[src/xosc_pkg.sv]
// Shared constants for the crystal oscillator state control block
package xosc_pkg;

  // ----------------------------------------------------------------
  // Register map
  // ----------------------------------------------------------------
  localparam logic [7:0] XOSC_CTRL_OFFSET = 8'h00;
  localparam logic [7:0] XOSC_STATUS_OFFSET = 8'h04;
  localparam logic [7:0] XOSC_CTRL_RESET = 8'h00;
  // Writable bits; bits 6 and 4 are reserved and read zero
  localparam logic [7:0] XOSC_CTRL_WMASK = 8'hAF;

  // ----------------------------------------------------------------
  // Field positions of oscillator_control
  // ----------------------------------------------------------------
  localparam int XOSC_EXT_REF_CLOCK_ENABLE_BIT = 7;
  localparam int XOSC_EXT_REF_STOP_ENABLE_BIT = 5;
  localparam int XOSC_LOAD_CAP_2PF_BIT = 3;
  localparam int XOSC_LOAD_CAP_4PF_BIT = 2;
  localparam int XOSC_LOAD_CAP_8PF_BIT = 1;
  localparam int XOSC_LOAD_CAP_16PF_BIT = 0;
  localparam int XOSC_CAP_WIDTH = 4;

  // ----------------------------------------------------------------
  // Timing: raw crystal cycles before the clock counts as stable
  // ----------------------------------------------------------------
  localparam int XOSC_STABLE_CYCLES = 4096;
  localparam int XOSC_CNT_WIDTH = 13;

  // ----------------------------------------------------------------
  // Oscillator states
  // ----------------------------------------------------------------
  typedef enum logic [1:0] {
    XOSC_OFF = 2'b00,
    XOSC_STARTUP = 2'b01,
    XOSC_STABLE = 2'b10,
    XOSC_EXTCLK = 2'b11
  } xosc_state_t;

endpackage

[src/xosc_ctrl.sv]
// Crystal oscillator state control, stability counter and control register
`timescale 1ns/1ps

module xosc_ctrl
  import xosc_pkg::*;
#(
  parameter int STABLE_CYCLES = XOSC_STABLE_CYCLES
) (
  input wire logic mclk,
  input wire logic rstn,
  input wire logic [7:0] reg_addr,
  input wire logic [7:0] reg_wdata,
  input wire logic reg_write,
  input wire logic reg_read,
  output logic [7:0] reg_rdata,
  input wire logic osc_gen_enable,
  input wire logic ext_ref_select,
  input wire logic cfg_high_range,
  input wire logic cfg_low_power,
  input wire logic rtc_osc_override,
  input wire logic [3:0] rtc_cap_select,
  input wire logic run_mode,
  input wire logic stop_mode,
  input wire logic deep_stop_wake,
  input wire logic gpio_alt_select,
  input wire logic crystal_input_pin,
  output logic crystal_output_pin_out,
  output logic crystal_output_pin_oe_n,
  output logic pins_connected,
  output logic min_current,
  output logic osc_high_range,
  output logic osc_low_power,
  output logic [3:0] load_cap_select_bits,
  output logic system_osc_clock,
  output logic peripheral_ref_clock,
  output logic low_range_peripheral_clock,
  output logic stable_count_done
);

  localparam logic [XOSC_CNT_WIDTH-1:0] CNT_LAST =
    XOSC_CNT_WIDTH'(STABLE_CYCLES - 1);

  // ----------------------------------------------------------------
  // Control register and read port
  // ----------------------------------------------------------------
  logic [7:0] ctrl;
  logic [7:0] next_ctrl;
  logic [7:0] next_rdata;
  xosc_state_t state;
  xosc_state_t next_state;

  // Deep-stop wake beats a write in the same cycle
  always_comb begin
    next_ctrl = ctrl;
    if (deep_stop_wake) begin
      next_ctrl = XOSC_CTRL_RESET;
    end else if (reg_write && reg_addr == XOSC_CTRL_OFFSET) begin
      next_ctrl = reg_wdata & XOSC_CTRL_WMASK;
    end
    next_rdata = 8'h00;
    if (reg_read && reg_addr == XOSC_CTRL_OFFSET) begin
      next_rdata = ctrl;
    end else if (reg_read && reg_addr == XOSC_STATUS_OFFSET) begin
      next_rdata = {4'h0, rtc_osc_override, stable_count_done, state};
    end
  end

  always_ff @(posedge mclk or negedge rstn) begin
    if (!rstn) begin
      ctrl <= XOSC_CTRL_RESET;
      reg_rdata <= 8'h00;
    end else begin
      ctrl <= next_ctrl;
      reg_rdata <= next_rdata;
    end
  end

  // ----------------------------------------------------------------
  // Effective enables
  // ----------------------------------------------------------------
  logic ext_ref_clock_enable;
  logic ext_ref_stop_enable;
  logic osc_enable;
  logic sel_internal;
  assign ext_ref_clock_enable = ctrl[XOSC_EXT_REF_CLOCK_ENABLE_BIT];
  assign ext_ref_stop_enable = ctrl[XOSC_EXT_REF_STOP_ENABLE_BIT];

  // Override wins over every enable and the source select
  always_comb begin
    if (rtc_osc_override) begin
      osc_enable = 1'b1;
    end else if (stop_mode) begin
      osc_enable = ext_ref_clock_enable & ext_ref_stop_enable;
    end else begin
      osc_enable = osc_gen_enable | ext_ref_clock_enable;
    end
    sel_internal = rtc_osc_override | ext_ref_select;
  end

  // ----------------------------------------------------------------
  // Raw clock, stability counter and state
  // ----------------------------------------------------------------
  logic raw_clk;
  logic raw_prev;
  logic next_raw;
  logic raw_rise;
  logic [XOSC_CNT_WIDTH-1:0] cnt;
  logic [XOSC_CNT_WIDTH-1:0] next_cnt;
  logic next_done;

  assign raw_rise = raw_clk & ~raw_prev;

  always_comb begin
    // Off with internal source: raw clock parked low
    if (state == XOSC_OFF && sel_internal) begin
      next_raw = 1'b0;
    end else begin
      next_raw = crystal_input_pin;
    end
    next_cnt = cnt;
    next_done = stable_count_done;
    if (!osc_enable || !sel_internal) begin
      next_cnt = '0;
      next_done = 1'b0;
    end else if (state == XOSC_STARTUP && raw_rise && !stable_count_done) begin
      if (cnt == CNT_LAST) begin
        next_done = 1'b1;
      end else begin
        next_cnt = cnt + 1'b1;
      end
    end
    // State choice uses the held count-done level
    if (!osc_enable) begin
      next_state = XOSC_OFF;
    end else if (!sel_internal) begin
      next_state = XOSC_EXTCLK;
    end else if (stable_count_done) begin
      next_state = XOSC_STABLE;
    end else begin
      next_state = XOSC_STARTUP;
    end
  end

  always_ff @(posedge mclk or negedge rstn) begin
    if (!rstn) begin
      raw_clk <= 1'b0;
      raw_prev <= 1'b0;
      cnt <= '0;
      stable_count_done <= 1'b0;
      state <= XOSC_OFF;
    end else begin
      raw_clk <= next_raw;
      raw_prev <= raw_clk;
      cnt <= next_cnt;
      stable_count_done <= next_done;
      state <= next_state;
    end
  end

  // ----------------------------------------------------------------
  // Output gate and clock outputs
  // ----------------------------------------------------------------
  logic gate_open;
  logic next_gate;
  logic gate_want;
  logic gated_next;
  logic [3:0] next_caps;

  always_comb begin
    gate_want = (state == XOSC_EXTCLK) ||
                (state == XOSC_STABLE && stable_count_done);
    // Switching only with raw low avoids runt pulses downstream
    next_gate = raw_clk ? gate_open : gate_want;
    // Startup blanks the output outright; a switch from the external
    // source may therefore cut its last pulse short
    gated_next = next_raw & next_gate & (state != XOSC_STARTUP);
    next_caps = rtc_osc_override ? rtc_cap_select :
                ctrl[XOSC_CAP_WIDTH-1:0];
  end

  always_ff @(posedge mclk or negedge rstn) begin
    if (!rstn) begin
      gate_open <= 1'b0;
      system_osc_clock <= 1'b0;
      peripheral_ref_clock <= 1'b0;
      low_range_peripheral_clock <= 1'b0;
      load_cap_select_bits <= 4'h0;
      osc_high_range <= 1'b0;
      osc_low_power <= 1'b0;
    end else begin
      gate_open <= next_gate;
      // System clock is run-only; the other two survive low power
      system_osc_clock <= gated_next & run_mode;
      peripheral_ref_clock <= gated_next & ext_ref_clock_enable &
        (~stop_mode | ext_ref_stop_enable | rtc_osc_override);
      low_range_peripheral_clock <= gated_next &
        (rtc_osc_override | ~cfg_high_range);
      load_cap_select_bits <= next_caps;
      // Range and power are re-registered from the config inputs every cycle; override forces low range, low power
      osc_high_range <= cfg_high_range & ~rtc_osc_override;
      osc_low_power <= cfg_low_power | rtc_osc_override;
    end
  end

  // ----------------------------------------------------------------
  // Pin connection and current control
  // ----------------------------------------------------------------
  always_ff @(posedge mclk or negedge rstn) begin
    if (!rstn) begin
      crystal_output_pin_out <= 1'b0;
      crystal_output_pin_oe_n <= 1'b1;
      pins_connected <= 1'b0;
      min_current <= 1'b1;
    end else begin
      // Amplifier drives the output pin only for crystal operation
      crystal_output_pin_out <= ~next_raw;
      crystal_output_pin_oe_n <= ~(next_state == XOSC_STARTUP ||
        next_state == XOSC_STABLE) | (gpio_alt_select &
        next_state == XOSC_EXTCLK);
      pins_connected <= next_state != XOSC_OFF;
      min_current <= next_state == XOSC_OFF;
    end
  end
endmodule

[config.mk]
export PLATFORM = sky130hd
export DESIGN_NAME = xosc_ctrl
export DESIGN_NICKNAME = d
export VERILOG_FILES = /design/src/xosc_pkg.sv /design/src/xosc_ctrl.sv
export SDC_FILE = /design/constraint.sdc
export NUM_CORES = 1
export LEC_CHECK = 0
export BUFFER_PORTS_ARGS = -buffer_cell sky130_fd_sc_hd__buf_2
export CORE_MARGIN = 1.5
export CORE_UTILIZATION = 46
export CTS_CLUSTER_DIAMETER = 100
export DETAILED_ROUTE_END_ITERATION = 6
export GPL_TIMING_DRIVEN = 1
export PLACE_DENSITY = 0.74
export SLEW_MARGIN = 10
export SYNTH_ARGS = -nofsm -noshare
export SYNTH_HDL_FRONTEND = slang
export SYNTH_SLANG_ARGS = --single-unit
[constraint.sdc]
create_clock -name mclk -period 2.14 [get_ports mclk]
set_clock_uncertainty 0.05 [all_clocks]
set_input_delay 0.107 -clock mclk [delete_from_list [all_inputs] [get_ports mclk]]
set_output_delay 0.107 -clock mclk [all_outputs]
set_load 0.02 [all_outputs]
==> summary.txt <==
Run status
  • Status: completed

Pwr
  • Clock network power share: 33.3%
  • Leakage power: 1.26 nW
  • Max VDD drop: 0.471 mV
  • Net Sw Frac: 25.0%
  • Sequential Power Share: 55.4%
  • Combinational power share: 11.3%
  • Overall power: 0.00155 W
  • PwrDens: 614 mW/mm²
  • Pint: 0.00117 W
  • Psw: 0.000388 W

Clock network
  • Num CTS Buffers: 5
  • CTS root buffer: clkbuf_8
  • Clock Latency Late Sink: 0.29 ns
  • Clock sink count: 44
  • Clock Path Buffers: 2
  • Worst-path clk slew: 0.08 ns
  • TritonCTS clock tree: done
  • H-tree lvl count: 2

Yosys
  • Syn avg cell area: 11.2 µm²
  • Largest area contributor in the netlist: dfrtp_1
  • Seq cells post-synth: 44
  • Seq/Total Area, Yosys: 57.4%
  • Yosys warns: 0
  • Post-synth ARST share: 100%
  • Post-synth top area share: 54.7%
  • Post-synth EDFFs: 0
  • Cell count after synthesis: 171
  • Synth cell types: 40
  • Synth area leaders: dfrtp_1, a22o_1, o31ai_1
  • Mapped Area: 0.00192 mm²
  • Top_reg_cell synth: dfrtp_1

Placed design
  • Buffers on Ports: 51
  • Dpl cells: 275
  • GPL Wtd Cong: 0.714
  • Post-DP HPWL: 2.78 mm
  • Post-DP Area: 0.00229 mm²

Routing
  • Vias after detailed routing: 1611
  • Routed WL: 4.05 mm
  • Via density: 5.42
  • TritonRoute pass-1 iters: 4
  • DR WL/cell: 13.6 µm
  • DRT iter0 DRCs: 92
  • Remaining DRCs: 0
  • Post-DRT Antenna Nets: 0

Job
  • Max Cap Viol: 0

Die
  • Row cnt: 23
  • Initial core utilization: 48.1%
  • Die footprint: 0.00458 mm²
  • Die H: 67.7 µm
  • CORE AREA: 0.00400 mm²
  • Die Wd: 67.7 µm
  • Top-level I/O count: 56

GRT
  • Vias in the first global route: 1460
  • M1 GR Usage: 24.6%
  • First-pass GRT wire length: 6.37 mm
  • Busiest grt layer: met2
  • Met2 global-route usage: 30.6%
  • Total grt overflow: 0
  • Tot GR Track Use: 18.9%
  • Antenna violations before repair: 0
  • Largest net degree at the start of global routing: 37
  • GRT met3 Usage: 5.17%

Setup path
  • Worst endpoint required time: 2.31 ns
  • CP endpoint kind: flop
  • Kind of critical path: flop to flop
  • Crit path max fanout: 6
  • Worst Setup Start Kind: flop
  • CP arrival: 2.22 ns

Timing
  • Slew HR: 67.0%
  • RSZ-0062 raised after global routing: no
  • Fmax: 488 MHz
  • Final hold violations: 0
  • Post-route minimum period: 2.05 ns
  • Slew Viols, Final: 0
  • Tcrit/Tclk final: 95.7%
  • Worst-Margin Slew: 0.491 ns
  • Final setup vio count: 0
  • TNS Setup: 0 ns

Finish
  • Most common cell after layout, fill and taps aside: buf_2
  • Layout cell share with drive strength beyond 1: 33.2%
  • Area Overhead vs Synth: 31.6%
  • Most frequent cells in the layout: buf_2, dfrtp_1, dlygate4sd3_1, nand2_1, buf_4
  • Finished layout cell area: 0.00253 mm²
  • Final layout net count: 283
  • N_diodes: 0
  • Final Non-Filler Cells: 297

Min path
  • Worst hold path class: input port to flop
==> timing repair <==
item / 4_1_cts / 5_1_grt
resized for setup: 1 / 3
setup endpoints to repair: 1 / 2
gates cloned: 0 / 0
pin swaps: 0 / 4
setup buffers: 0 / 0
hold endpoints to repair: 21 / 0
hold buffers: 14 / 0
==> sequential cells by signal, summed over array words and instances, names as in the netlist <==
| register | flops |
|---|---|
| raw_prev | 1 |
| min_current | 1 |
| stable_count_done | 1 |
| cnt | 13 |
| gate_open | 1 |
| ctrl | 6 |
| crystal_output_pin_oe_n | 1 |
| load_cap_select_bits | 4 |
| state | 2 |
| raw_clk | 1 |
| peripheral_ref_clock | 1 |
| pins_connected | 1 |
| crystal_output_pin_out | 1 |
| reg_rdata | 6 |
| low_range_peripheral_clock | 1 |
| osc_low_power | 1 |
| system_osc_clock | 1 |
| osc_high_range | 1 |
==> cells in the mapped netlist, types with 2 or more instances <==
cell / instances
or4_1: 7
o211a_1: 2
o21a_1: 2
nand2_1: 13
nand2b_1: 3
o31ai_1: 8
or3_1: 3
and3_1: 5
o21ai_0: 5
clkbuf_1: 5
nor4_1: 4
dfrtp_1: 42
and3b_1: 2
nor2b_1: 2
a21oi_1: 9
mux2_2: 4
inv_1: 5
ha_1: 3
buf_4: 2
nor2_1: 5
nand3_1: 4
nor3_1: 3
and2_1: 3
nand4_1: 3
dfstp_2: 2
a22o_1: 9
o211ai_1: 3
==> metal layers <==
layer | part of all wire [%] | up-vias | routed length (µm)
li1 | - | 791 | -
met1 | 45 | 775 | 1840
met2 | 50 | 41 | 2020
met3 | 3.9 | 4 | 158
met4 | 0.76 | 0 | 31
met5 | 0 | - | 0
==> final cells by class <==
cell class / instances / area, µm²
Sequential cell: 44 / 1100
Clock buffer: 6 / 72.6
Fill cell: 318 / 1470
Tap cell: 50 / 62.6
Multi-Input combinational cell: 115 / 785
Clock inverter: 2 / 16.3
Inverter: 5 / 18.8
Timing Repair Buffer: 75 / 470
==> kinds of logic after synthesis <==
group	after synthesis	share of synthesized area, %
adder cells (fa/ha/maj)	3	1.95
buffers and inverters	13	2.99
flip-flops	44	57.4
AND/OR/NAND/NOR	62	18.5
multiplexers	4	2.34
AO/OA/AOI/OAI	44	16.6
other	1	0.195
==> worst max-delay path, cell delays in order (launching register included) <==
cell,delay (ns)
dfrtp_2,0.41
or3b_4,0.39
or4b_4,0.58
or4_1,0.41
a21oi_1,0.15
==> power by group through the flow <==
stage | Sequential (W) | Clock [W] | Combinational [W]
after global placement | 0.000878 | 0 | 0.000151
final | 0.000861 | 0.000517 | 0.000175
after floorplan | 0.000897 | 0 | 0.0000534
after CTS | 0.000861 | 0.000536 | 0.000174
after detailed placement | 0.000878 | 0 | 0.000154
after global routing | 0.000864 | 0.000567 | 0.000194
==> worst paths after layout <==
path	slack [ns]	cells past startpoint	from	end
setup / recovery	0.09	4	stable_count_done	cnt[11]
hold / removal	0.02	2	cfg_high_range	osc_high_range
setup reg to reg	0.09	4	stable_count_done	cnt[11]
hold reg to reg	0.45	1	raw_clk	raw_prev
max in group asynchronous	1.20	3	rstn	crystal_output_pin_oe_n
min in group asynchronous	0.13	2	rstn	cnt[3]
==> through the flow <==
step | worst slack [ns] | utilization (%) | hold WS, ns
global placement | 0.0338 | 57.2 | -0.0832
floorplan | -0.0610 | - | -0.239
detailed placement | 0.00565 | 57.2 | -0.0819
global route | 0.00495 | 63.2 | 0.0192
finish | 0.0925 | 63.2 | 0.0206
CTS | 0.0450 | 63.0 | 0.0112
(Power assumes the default switching activity.)
